[config.mk]
export PLATFORM = sky130hd
export DESIGN_NAME = csm_status_map
export DESIGN_NICKNAME = d
export VERILOG_FILES = /design/src/design/csm_pkg.sv /design/src/design/csm_status_map.sv
export VERILOG_INCLUDE_DIRS = /design/src /design/src/design
export SDC_FILE = /design/constraint.sdc
export NUM_CORES = 1
export LEC_CHECK = 0
export ABC_AREA = 1
export ABC_CLOCK_PERIOD_IN_PS = 2300
export BUFFER_PORTS_ARGS = -buffer_cell sky130_fd_sc_hd__buf_2
export CORE_MARGIN = 1
export CORE_UTILIZATION = 52
export DETAILED_ROUTE_END_ITERATION = 8
export PLACE_DENSITY = 0.87
export SLEW_MARGIN = 20
export SYNTH_ARGS = -nofsm -noshare
export SYNTH_HDL_FRONTEND = slang
export SYNTH_SLANG_ARGS = --single-unit
[constraint.sdc]
create_clock -name i_clk -period 2.3 [get_ports i_clk]
set_input_delay 0.345 -clock i_clk [delete_from_list [all_inputs] [get_ports i_clk]]
set_output_delay 0.345 -clock i_clk [all_outputs]
set_load 0.03 [all_outputs]
[src/design/csm_cfg.svh]
// constants for the capacitive sensor status register map
// Function
// - fixed read-only product id at 0x00
// - read-only firmware revision at 0x01
// - flag bit5 reports output polarity
// - flag bit4 set while baseline frozen
// - flag bit3 set in low-power sampling
// - flag bit2 set while auto tuning runs
// - flag bit1 set on noise detection
// - flag bit0 zoom; no rate change boosted
// - status bit1 reports touch
// - status bit0 reports proximity
// - baseline high at 0x83, low 0x84
`ifndef CSM_CFG_SVH
`define CSM_CFG_SVH
// ************************************************************
// register indices (byte address is four times the index)
// ************************************************************
`define CSM_IDX_PRODUCT_ID 8'h00
`define CSM_IDX_FIRMWARE_REV 8'h01
`define CSM_IDX_SYSTEM_FLAGS 8'h10
`define CSM_IDX_DETECT_STATUS 8'h31
`define CSM_IDX_COUNT_HIGH 8'h42
`define CSM_IDX_COUNT_LOW 8'h43
`define CSM_IDX_BASE_HIGH 8'h83
`define CSM_IDX_BASE_LOW 8'h84
`define CSM_IDX_FUSE_0 8'hc4
`define CSM_IDX_FUSE_1 8'hc5
`define CSM_IDX_IRQ_STATUS 8'hd0
`define CSM_IDX_IRQ_MASK 8'hd1
`define CSM_IDX_CONTROL 8'hd2
// ************************************************************
// field positions
// ************************************************************
`define CSM_FLAG_POLARITY 5
`define CSM_FLAG_HALT 4
`define CSM_FLAG_SLOW 3
`define CSM_FLAG_TUNING 2
`define CSM_FLAG_NOISE 1
`define CSM_FLAG_ZOOM 0
`define CSM_STAT_TOUCH 1
`define CSM_STAT_PROX 0
// interrupt status bits: 0 prox rise, 1 touch rise, 2 noise rise, 3 sample
`define CSM_IRQ_BITS 4
// ************************************************************
// reset values and fixed codes (id values are arbitrary)
// ************************************************************
`define CSM_PRODUCT_ID_VAL 8'h5a
`define CSM_FIRMWARE_REV_VAL 8'h0a
`define CSM_CONTROL_RST 8'h00
`define CSM_MASK_RST 4'h0
`endif

[src/design/csm_pkg.sv]
// types for the capacitive sensor status register map
package csm_pkg;
  // sensing core state presented to the map
  typedef struct packed {
    logic polarity_high;
    logic baseline_halt;
    logic slow_sample_flag;
    logic auto_tuning;
    logic noise_detect_flag;
    logic zoom;
    logic touch;
    logic prox;
    logic [15:0] sample_count;
    logic [15:0] baseline_average;
    logic [7:0] config_fuse_byte_0;
    logic [7:0] config_fuse_byte_1;
  } csm_sense_t;
  // avalon slave request
  typedef struct packed {
    logic [9:0] address;
    logic read;
    logic write;
    logic [3:0] byteenable;
    logic [31:0] writedata;
  } csm_bus_req_t;
  typedef enum logic [1:0] {
    CSM_IDLE,
    CSM_ANSWER
  } csm_phase_t;
  // whole module state
  typedef struct packed {
    csm_phase_t phase;
    logic [31:0] readdata;
    logic [3:0] irq_status;
    logic [3:0] irq_mask;
    logic [7:0] control;
    logic prox_prev;
    logic touch_prev;
    logic noise_prev;
    logic [15:0] count_prev;
    logic [15:0] count_snap;
  } csm_state_t;
endpackage : csm_pkg

[src/design/csm_status_map.sv]
// avalon register map of the capacitive sensor status bytes
`timescale 1ns/10ps
`include "csm_cfg.svh"
module csm_status_map (
  input wire logic i_clk,
  input wire logic i_rst_b,
  input wire logic [9:0] i_avs_address,
  input wire logic i_avs_read,
  input wire logic i_avs_write,
  input wire logic [3:0] i_avs_byteenable,
  input wire logic [31:0] i_avs_writedata,
  output logic [31:0] o_avs_readdata,
  output logic o_avs_waitrequest,
  input wire csm_pkg::csm_sense_t i_sense,
  output logic o_baseline_freeze,
  output logic o_irq
);
  // ************************************************************
  // state
  // ************************************************************
  csm_pkg::csm_state_t st_q;
  csm_pkg::csm_state_t st_d;
  csm_pkg::csm_bus_req_t req;
  logic [7:0] idx;
  logic [7:0] flags;
  logic [7:0] status;
  logic [3:0] events;
  logic halt_eff;

  // pack the bus request
  assign req = '{address: i_avs_address, read: i_avs_read, write: i_avs_write,
                 byteenable: i_avs_byteenable, writedata: i_avs_writedata};
  assign idx = req.address[9:2];

  // software may force the baseline freeze; core halt also counts in flag bit4, but o_baseline_freeze follows control bit0 only
  assign halt_eff = i_sense.baseline_halt | st_q.control[0];

  // ************************************************************
  // read byte decode
  // ************************************************************
  function automatic logic [7:0] rd_byte(input logic [7:0] a, input logic [7:0] f, input logic [7:0] s,
                                         input csm_pkg::csm_state_t q, input csm_pkg::csm_sense_t sn);
    logic [7:0] r;
    r = 8'h00;
    unique case (a)
      `CSM_IDX_PRODUCT_ID: r = `CSM_PRODUCT_ID_VAL;
      `CSM_IDX_FIRMWARE_REV: r = `CSM_FIRMWARE_REV_VAL;
      `CSM_IDX_SYSTEM_FLAGS: r = f;
      `CSM_IDX_DETECT_STATUS: r = s;
      `CSM_IDX_COUNT_HIGH: r = q.count_snap[15:8];
      `CSM_IDX_COUNT_LOW: r = q.count_snap[7:0];
      `CSM_IDX_BASE_HIGH: r = sn.baseline_average[15:8];
      `CSM_IDX_BASE_LOW: r = sn.baseline_average[7:0];
      `CSM_IDX_FUSE_0: r = sn.config_fuse_byte_0;
      `CSM_IDX_FUSE_1: r = sn.config_fuse_byte_1;
      `CSM_IDX_IRQ_STATUS: r = {4'h0, q.irq_status};
      `CSM_IDX_IRQ_MASK: r = {4'h0, q.irq_mask};
      `CSM_IDX_CONTROL: r = q.control;
      default: r = 8'h00; // unmapped reads zero
    endcase
    return r;
  endfunction : rd_byte

  // system flag and status bytes; upper bits reserved as zero
  always_comb begin
    flags = 8'h00;
    flags[`CSM_FLAG_POLARITY] = i_sense.polarity_high;
    flags[`CSM_FLAG_HALT] = halt_eff;
    flags[`CSM_FLAG_SLOW] = i_sense.slow_sample_flag;
    flags[`CSM_FLAG_TUNING] = i_sense.auto_tuning;
    flags[`CSM_FLAG_NOISE] = i_sense.noise_detect_flag;
    flags[`CSM_FLAG_ZOOM] = i_sense.zoom;
    status = 8'h00;
    status[`CSM_STAT_TOUCH] = i_sense.touch;
    status[`CSM_STAT_PROX] = i_sense.prox;
  end

  // rising edges of detections and a new sample raise events
  assign events = {st_q.count_prev != i_sense.sample_count,
                   i_sense.noise_detect_flag & ~st_q.noise_prev,
                   i_sense.touch & ~st_q.touch_prev,
                   i_sense.prox & ~st_q.prox_prev};

  // ************************************************************
  // next state
  // ************************************************************
  always_comb begin
    st_d = st_q;
    st_d.prox_prev = i_sense.prox;
    st_d.touch_prev = i_sense.touch;
    st_d.noise_prev = i_sense.noise_detect_flag;
    st_d.count_prev = i_sense.sample_count;
    // high byte read latches the count, but every idle cycle without a read reloads the snapshot
    if (st_q.phase == csm_pkg::CSM_IDLE && req.read && idx == `CSM_IDX_COUNT_HIGH) begin
      st_d.count_snap = i_sense.sample_count;
    end else if (st_q.phase == csm_pkg::CSM_IDLE && !req.read) begin
      st_d.count_snap = i_sense.sample_count;
    end
    unique case (st_q.phase)
      csm_pkg::CSM_IDLE: begin
        if (req.read) begin
          st_d.readdata = {24'h00_0000, rd_byte(idx, flags, status, st_q, i_sense)};
          if (idx == `CSM_IDX_COUNT_HIGH) begin
            st_d.readdata = {24'h00_0000, i_sense.sample_count[15:8]};
          end
          st_d.phase = csm_pkg::CSM_ANSWER;
        end else if (req.write) begin
          st_d.phase = csm_pkg::CSM_ANSWER;
        end
      end
      csm_pkg::CSM_ANSWER: begin
        // a write lands only at the edge where waitrequest is seen low
        if (req.write && !req.read) begin
          if (req.byteenable[0]) begin
            if (idx == `CSM_IDX_IRQ_MASK) begin
              st_d.irq_mask = req.writedata[3:0];
            end
            if (idx == `CSM_IDX_CONTROL) begin
              st_d.control = req.writedata[7:0];
            end
            if (idx == `CSM_IDX_IRQ_STATUS) begin
              st_d.irq_status = st_q.irq_status & ~req.writedata[3:0];
            end
          end
        end
        st_d.phase = csm_pkg::CSM_IDLE;
      end
    endcase
    // a new event beats a clear in the same cycle
    st_d.irq_status = st_d.irq_status | events;
  end

  always_ff @(posedge i_clk or negedge i_rst_b) begin
    if (!i_rst_b) begin
      st_q <= '{phase: csm_pkg::CSM_IDLE, readdata: 32'h0000_0000, irq_status: 4'h0,
                irq_mask: `CSM_MASK_RST, control: `CSM_CONTROL_RST, prox_prev: 1'b0,
                touch_prev: 1'b0, noise_prev: 1'b0, count_prev: 16'h0000, count_snap: 16'h0000};
    end else begin
      st_q <= st_d;
    end
  end

  // ************************************************************
  // outputs
  // ************************************************************
  // waitrequest high until answer cycle
  assign o_avs_waitrequest = (st_q.phase != csm_pkg::CSM_ANSWER);
  assign o_avs_readdata = st_q.readdata;
  assign o_baseline_freeze = st_q.control[0];
  assign o_irq = |(st_q.irq_status & st_q.irq_mask);
endmodule : csm_status_map

==> flow_metrics.env, run 1 <==
export IMPL_nets=588
export IMPL_fill_cells=561
export IMPL_setup_viol=0
export IMPL_dr_pass1_iters=4
export IMPL_drt_iter0_drc=128
export IMPL_cts_tree="yes"
export IMPL_routed_wl_um=7550
export IMPL_setup_worst_path_class="reg2out"
export IMPL_diodes=0
export IMPL_root_buffer="clkbuf_8"
export IMPL_grt_overflow=0
export IMPL_synth_ff_type="dfrtp_1"
export IMPL_synth_cell_types=32
export IMPL_r2r_worst_path_cells=5
export IMPL_fin_setup_tns_ps=0
export IMPL_ys_seq_area_frac=0.408
export IMPL_hold_buffers=1
export IMPL_ys_ff_latch=52
export IMPL_grt_usage=0.256
export IMPL_ioPinCount=141
export IMPL_post_synth_top_area_cell="dfrtp_1"
export IMPL_ys_warn_count=0
export IMPL_wl_per_cell_um=13.5
export IMPL_syn_to_final_growth_pct=14.9
export IMPL_final_max_slew_viol_count=0
export IMPL_ctsHtreeMaxLevel=2
export IMPL_synth_cells=397
export IMPL_slowest_delay_ps=410
export IMPL_layout_drive_gt1_share=0.294
export IMPL_io_buffers=87
export IMPL_powerDensity_nw_per_um2=559
export IMPL_grt_pass1_wl_um=12300
export IMPL_hold_class="in2reg"
export IMPL_num_rows=28
export IMPL_max_freq_mhz=680
export IMPL_endpoint_kind="output port"
export IMPL_worstHoldStart="i_sense[44]"
export IMPL_power_leakage_nw=2.03
export IMPL_worstReg2RegEnd="st_q[47]$_DFF_PN0_"
export IMPL_ir_drop_mv=0.329
export IMPL_dieArea_um2=6450
export IMPL_grt_max_degree=22
export IMPL_mostFrequentLayoutCells="nand2_1, buf_2, nand3_1, dfrtp_1, nor2_1"
export IMPL_arrival_ps=1130
export IMPL_synth_top_area_frac=0.408
export IMPL_synth_area_um2=3190
export IMPL_cts_sinks=52
export IMPL_hold_end="st_q[28]$_DFF_PN0_"
export IMPL_core_area_um2=5920
export IMPL_synth_area_per_cell_um2=8.04
export IMPL_grt_pass1_vias=2675
export IMPL_via_per_inst=4.99
export IMPL_cp_max_fo=3
export IMPL_dr_total_vias=2784
export IMPL_outcome="finished clean"
export IMPL_cts_resized_gates=0
export IMPL_die_height_um=80.3
export IMPL_route_detailed_drc=0
export IMPL_crit_required_ps=1960
export IMPL_hold_depth=1
export IMPL_cts_setup_buffers=0
export IMPL_clkLatencyLatePin_ps=310
export IMPL_reg2reg_slack_ps=840
export IMPL_drv_cap=0
export IMPL_die_w_um=80.3
export IMPL_cts_buffers=5
export IMPL_hold_worst_slack_ps=149
export IMPL_synth_edf_count=0
export IMPL_start_kind="flip-flop"
export IMPL_reg2reg_from="st_q[83]$_DFFE_PN0P_"
export IMPL_dp_hpwl_um=6070
export IMPL_antenna_left=0
export IMPL_hold_viol_final=0
export IMPL_rsz0062_at_grt="no"
export IMPL_synth_area_leaders="dfrtp_1, nand2_1, buf_4, nand3_1, nor2_1"
export IMPL_crit_chain="nand2_1, nand4_1, buf_2"
export IMPL_crit_slowest_cell="dfrtp_1"
export IMPL_min_period_ps=1470
export IMPL_cts_max_path_buffers=2
export IMPL_fin_crit_sh=0.639
export IMPL_gp_congestion=0.906
export IMPL_start_util=0.539
export IMPL_path_clk_slew_ps=100
export IMPL_skew_ps=5.45
export IMPL_antenna_found_initial=0
export IMPL_synthArstFlopShare=1.00
flip-flops by register name, summed over array words and instances (netlist names):
name               count
o_avs_readdata         8
o_baseline_freeze      1
st_q                  43
critical path, delay by kind of cell (launching register included):
family	cells	cell delay, ps
and+or+nand+nor	2	200
DFF	1	410
buffers and inverters	1	200
layer usage:
metal / share of wire / up-vias / track usage
met5: 0 / - / 0
met1: 0.43 / 1310 / 0.311
met3: 0.054 / 10 / 0.0409
met2: 0.50 / 96 / 0.461
li1: - / 1368 / -
met4: 0.016 / 0 / 0.0804
through the flow:
step                      total power, mW  std cells  utilization  setup slack (ps)  instance area, µm²
after floorplan                      1.39        420            -               965                3280
after CTS                            2.07        558        0.619               826                3670
after global routing                 2.15        558        0.619               734                3670
final                                2.05        558        0.619               830                3670
after detailed placement             1.50        549        0.600               578                3550
after global placement               1.48        549        0.600               623                3550
layout make-up:
class	instances	area [µm²]	area share
multi-input cells	291	1540	0.419
flip-flops and latches	52	1300	0.355
repair buffers	93	483	0.132
inverters	39	148	0.0403
well taps	75	93.8	0.0256
clock buffers	5	68.8	0.0188
clock inverters	3	33.8	0.00922
where the power goes:
part | switching [mW] | internal (mW)
Clock | 0.336 | 0.229
Sequential | 0.0398 | 0.986
Combinational | 0.289 | 0.168
kinds of logic after synthesis:
kind of cell,count (synthesis),share of synthesized area
multiplexers,8,0.0376
AO/OA/AOI/OAI,25,0.0424
XOR/XNOR,14,0.0384
flip-flops,52,0.408
other,1,0.00118
AND/OR/NAND/NOR,220,0.335
buffers and inverters,77,0.137
synth_stat cells (3+ instances only):
cell     instances
o21ai_1          6
nand2_4          5
nand2_2          4
nand4_1          5
xnor2_1         14
nand3_1         52
o21ai_0         14
buf_4           35
mux2_4           8
nor2_1          44
inv_2            4
or2_2            6
inv_1           34
nand2_1         87
and2_1           3
nor2_4           5
dfrtp_1         52
worst max-delay path by stage:
stage | start | endpoint | cells past startpoint
after floorplan | i_avs_address[5] | st_q[0]$_DFFE_PN0P_ | 7
after global placement | i_avs_address[7] | st_q[41]$_DFFE_PN0P_ | 8
after detailed placement | i_avs_address[7] | st_q[41]$_DFFE_PN0P_ | 8
after CTS | st_q[83]$_DFFE_PN0P_ | st_q[47]$_DFF_PN0_ | 5
after global routing | st_q[83]$_DFFE_PN0P_ | st_q[50]$_DFF_PN0_ | 5
final | st_q[50]$_DFF_PN0_ | o_irq | 3
Power figures use the tool's default switching activity.
==> inputs of run 2 (changes only) <==
Settings changed: ABC_CLOCK_PERIOD_IN_PS 2300 to 1450, CORE_UTILIZATION 52 to 48, PLACE_DENSITY 0.87 to 0.81.
Clock period 2.3 ns to 1.45 ns, I/O delays scaled along.
==> flow_metrics.env, run 2 (synthesis results as in run 1) <==
export IMPL_antenna_left=0
export IMPL_die_w_um=83.5
export IMPL_crit_required_ps=1650
export IMPL_grt_pass1_vias=2741
export IMPL_stdcell_count=576
export IMPL_skew_ps=6.61
export IMPL_cts_sinks=52
export IMPL_crit_top_cell="buf_4"
export IMPL_grt_usage=0.232
export IMPL_worstReg2RegEnd="st_q[38]$_DFFE_PN0P_"
export IMPL_placed_cells=567
export IMPL_drv_cap=0
export IMPL_root_buffer="clkbuf_8"
export IMPL_dieArea_um2=6980
export IMPL_critPathBufInv=3
export IMPL_cts_max_path_buffers=2
export IMPL_r2r_worst_path_cells=7
export IMPL_fill_cells=578
export IMPL_crit_chain="inv_2, nor3_2, buf_4, nand2_4, buf_4, nand2_1, o21ai_1"
export IMPL_via_per_inst=4.95
export IMPL_start_util=0.500
export IMPL_final_max_slew_viol_count=0
export IMPL_fin_crit_sh=0.936
export IMPL_cts_setup_buffers=0
export IMPL_start_kind="flip-flop"
export IMPL_antenna_found_initial=0
export IMPL_endpoint_kind="flip-flop"
export IMPL_mostFrequentLayoutCells="nand2_1, buf_2, nand3_1, dfrtp_1, nor2_1"
export IMPL_dr_total_vias=2852
export IMPL_pre_cts_slack_ps=-200
export IMPL_routed_wl_um=7580
export IMPL_gp_congestion=0.901
export IMPL_cp_startpoint="st_q[83]$_DFFE_PN0P_"
export IMPL_powerDensity_nw_per_um2=852
export IMPL_reg2reg_from="st_q[83]$_DFFE_PN0P_"
export IMPL_cp_max_fo=10
export IMPL_cts_tree="yes"
export IMPL_grt_overflow=0
export IMPL_route_detailed_drc=0
export IMPL_cts_buffers=5
export IMPL_layout_drive_gt1_share=0.319
export IMPL_worstHoldStart="i_sense[49]"
export IMPL_critical_path_top_delay_family="simple AND/OR/NAND/NOR gates"
export IMPL_dp_hpwl_um=6230
export IMPL_grt_pass1_wl_um=12600
export IMPL_reg2reg_slack_ps=90
export IMPL_path_clk_slew_ps=100
export IMPL_power_leakage_nw=2.11
export IMPL_num_rows=29
export IMPL_dr_pass1_iters=5
export IMPL_slowest_delay_ps=370
export IMPL_setup_slack_ps=93.5
export IMPL_largest_register="st_q"
export IMPL_min_period_ps=1360
export IMPL_clkLatencyLatePin_ps=310
export IMPL_hold_end="st_q[33]$_DFF_PN0_"
export IMPL_hold_depth=1
export IMPL_arrival_ps=1560
export IMPL_max_freq_mhz=737
export IMPL_io_buffers=87
export IMPL_ir_drop_mv=0.766
export IMPL_largest_register_ffs=43
export IMPL_hold_class="in2reg"
export IMPL_ioPinCount=141
export IMPL_core_area_um2=6390
export IMPL_crit_slowest_cell="dfrtp_1"
export IMPL_nets=604
export IMPL_wl_per_cell_um=13.2
export IMPL_syn_to_final_growth_pct=19.3
export IMPL_setup_worst_path_class="reg2reg"
export IMPL_outcome="finished clean"
export IMPL_drt_iter0_drc=109
export IMPL_die_height_um=83.5
export IMPL_ctsHtreeMaxLevel=2
export IMPL_grt_max_degree=34
export IMPL_diodes=0
export IMPL_multi_input_area_um2=1540
export IMPL_hold_viol_final=0
export IMPL_rsz0062_at_grt="yes"
export IMPL_setup_viol=0
export IMPL_fin_total_pwr_mw=3.24
export IMPL_seqCellArea_um2=1300
## run 2: cell count changes in the layout (fill, tap and decap cells not counted), sizes merged
cell,previous run,this run
buf,92,108
clkinv,3,1
clkbuf,5,6
inv,39,40
## run 2: area by class of cell
| cell class | instances | share of cell area |
|---|---|---|
| multi-input combinational | 291 | 0.405 |
| inverter | 39 | 0.0388 |
| timing repair buffer | 109 | 0.165 |
| sequential | 52 | 0.342 |
| clock inverter | 2 | 0.00460 |
| tap | 77 | 0.0253 |
| clock buffer | 6 | 0.0191 |
## run 2: power breakdown
| part | leakage (nW) | switching (mW) | internal (mW) |
|---|---|---|---|
| Combinational | 1.45 | 0.466 | 0.299 |
| Sequential | 0.614 | 0.0645 | 1.56 |
| Clock | 0.0462 | 0.494 | 0.354 |
| Total | 2.11 | 1.02 | 2.22 |
## run 2: worst max-delay path by stage
stage	endpoint	cells past startpoint
after floorplan	st_q[39]$_DFFE_PN0P_	4
after global placement	o_avs_readdata[7]$_DFFE_PN0P_	11
after detailed placement	o_avs_readdata[5]$_DFFE_PN0P_	11
after CTS	st_q[38]$_DFFE_PN0P_	7
after global routing	st_q[50]$_DFF_PN0_	5
final	st_q[38]$_DFFE_PN0P_	7
## run 2: stage by stage
step	hold WS (ps)	area (µm²)	setup TNS (ps)	utilization
finish	18.6	3810	0	0.596
global route	5.49	3810	-5.39	0.596
CTS	10.3	3800	0	0.595
detailed placement	192	3700	-1130	0.580
global placement	186	3700	-720	0.580
floorplan	-78.1	3280	0	-
## run 2: timing repair
item | 4_1_cts | 5_1_grt
resized for setup | 0 | 2
hold buffers | 1 | 0
endpoints found under the setup margin | 0 | 6
endpoints found under the hold margin | 19 | 0
## run 2: worst register-to-register path: stages, from the launching register on
cell and delay (ps):
dfrtp_1 370, inv_2 50, nor3_2 280, buf_4 180, nand2_4 70, buf_4 180
nand2_1 60, o21ai_1 60
## run 2: routing by layer
layer,up-vias,share of wire,GRT usage
li1,1395,-,-
met1,1326,0.42,0.298
met2,116,0.50,0.394
met3,15,0.059,0.0435
met4,0,0.022,0.0801
met5,-,0,0
==> inputs of run 3 (changes only) <==
Settings changed: PLACE_DENSITY 0.81 to not set, PLACE_DENSITY_LB_ADDON set to 0.1.
==> flow_metrics.env, run 3 (synthesis results as in run 1) <==
export IMPL_outcome="finished clean"
export IMPL_dp_hpwl_um=6070
export IMPL_dr_total_vias=2753
export IMPL_antenna_left=0
export IMPL_cp_endpoint="st_q[50]$_DFF_PN0_"
export IMPL_largest_register="st_q"
export IMPL_wl_per_cell_um=12.9
export IMPL_hold_class="in2reg"
export IMPL_cts_sinks=52
export IMPL_ioPinCount=141
export IMPL_worstReg2RegEnd="st_q[50]$_DFF_PN0_"
export IMPL_die_w_um=83.5
export IMPL_grt_max_degree=37
export IMPL_num_rows=29
export IMPL_grt_pass1_vias=2520
export IMPL_cts_resized_gates=0
export IMPL_io_buffers=87
export IMPL_arrival_ps=1550
export IMPL_core_area_um2=6390
export IMPL_cts_max_path_buffers=2
export IMPL_cts_buffers=5
export IMPL_path_clk_slew_ps=100
export IMPL_hold_viol_final=0
export IMPL_clkLatencyLatePin_ps=320
export IMPL_max_freq_mhz=737
export IMPL_cp_startpoint="st_q[83]$_DFFE_PN0P_"
export IMPL_p_clk_frac=0.314
export IMPL_crit_required_ps=1640
export IMPL_r2r_worst_path_cells=6
export IMPL_antenna_found_initial=0
export IMPL_routed_wl_um=7420
export IMPL_endpoint_kind="flip-flop"
export IMPL_final_max_slew_viol_count=0
export IMPL_setup_worst_path_class="reg2reg"
export IMPL_nets=601
export IMPL_ctsHtreeMaxLevel=2
export IMPL_syn_to_final_growth_pct=19.4
export IMPL_grt_usage=0.224
export IMPL_setup_viol=0
export IMPL_seq_power_share=0.471
export IMPL_drv_cap=0
export IMPL_reg2reg_from="st_q[83]$_DFFE_PN0P_"
export IMPL_dr_pass1_iters=4
export IMPL_root_buffer="clkbuf_8"
export IMPL_worstHoldStart="i_sense[49]"
export IMPL_start_util=0.500
export IMPL_dieArea_um2=6980
export IMPL_via_per_inst=4.80
export IMPL_start_kind="flip-flop"
export IMPL_layout_drive_gt1_share=0.313
export IMPL_largest_register_ffs=43
export IMPL_final_util=0.597
export IMPL_reg2reg_slack_ps=90
export IMPL_fin_total_pwr_mw=3.45
export IMPL_ir_drop_mv=0.586
export IMPL_swShare=0.299
export IMPL_mostFrequentLayoutCells="nand2_1, buf_2, nand3_1, dfrtp_1, nor2_1"
export IMPL_powerDensity_nw_per_um2=905
export IMPL_skew_ps=9.13
export IMPL_power_leakage_nw=2.11
export IMPL_cp_max_fo=4
export IMPL_min_period_ps=1360
export IMPL_diodes=0
export IMPL_grt_pass1_wl_um=12200
export IMPL_route_detailed_drc=0
export IMPL_cts_tree="yes"
export IMPL_drt_iter0_drc=103
export IMPL_combPwrFrac=0.215
export IMPL_fin_setup_tns_ps=0
export IMPL_grt_overflow=0
export IMPL_p_int_mw=2.41
export IMPL_rsz0062_at_grt="yes"
export IMPL_die_height_um=83.5
export IMPL_fin_crit_sh=0.936
export IMPL_p_sw_mw=1.03
export IMPL_gp_congestion=0.903
-- run 3: how the worst min path moves through the flow --
stage	to	slack (ps)	cells past startpoint
after floorplan	o_avs_readdata[0]$_DFFE_PN0P_	-80	0
after global placement	o_avs_readdata[0]$_DFFE_PN0P_	170	1
after detailed placement	o_avs_readdata[1]$_DFFE_PN0P_	170	1
after CTS	st_q[33]$_DFF_PN0_	10	1
after global routing	st_q[33]$_DFF_PN0_	3	1
final	st_q[33]$_DFF_PN0_	10	1
-- run 3: timing repair --
item | 4_1_cts | 5_1_grt
setup endpoints to repair | 0 | 2
buffers inserted | 0 | 0
hold buffers | 1 | 0
endpoints found under the hold margin | 16 | 0
-- run 3: power by group through the flow --
stage | Combinational [mW] | Clock [mW] | Sequential (mW)
2_1_floorplan | 0.574 | 0 | 1.64
3_3_place_gp | 0.733 | 0 | 1.65
3_5_place_dp | 0.742 | 0 | 1.65
4_1_cts | 0.747 | 1.09 | 1.62
5_1_grt | 0.808 | 1.15 | 1.64
6_report | 0.742 | 1.08 | 1.62
-- run 3: per-layer routing --
| layer | global-route usage | vias up | part of all wire |
|---|---|---|---|
| li1 | - | 1399 | - |
| met5 | 0 | - | 0 |
| met3 | 0.0346 | 8 | 0.042 |
| met2 | 0.366 | 86 | 0.47 |
| met4 | 0.0555 | 0 | 0.013 |
| met1 | 0.314 | 1260 | 0.48 |
-- run 3: through the flow --
step                      setup slack [ps]  cell area (µm²)  hold WS (ps)  cells
after floorplan                        131             3280         -78.1    420
after global placement                15.4             3680           173    564
after detailed placement             -13.5             3680           173    564
after CTS                             77.8             3810          11.6    573
after global routing                 -62.5             3810          3.26    573
final                                 93.0             3810          9.57    573
-- run 3: area by class of cell --
class	count	area [µm²]
Clock buffer	6	82.6
Clock inverter	2	38.8
Fill cell	612	2580
Inverter	39	148
Multi-Input combinational cell	291	1540
Sequential cell	52	1300
Tap cell	77	96.3
Timing Repair Buffer	106	606
-- run 3: worst max-delay path, stage by stage, from the launching register on --
cell     delay [ps]
dfrtp_1         390
inv_2            50
nor3_2          190
buf_4           170
nand3_1         140
o21ai_0         210
nand3_1          90
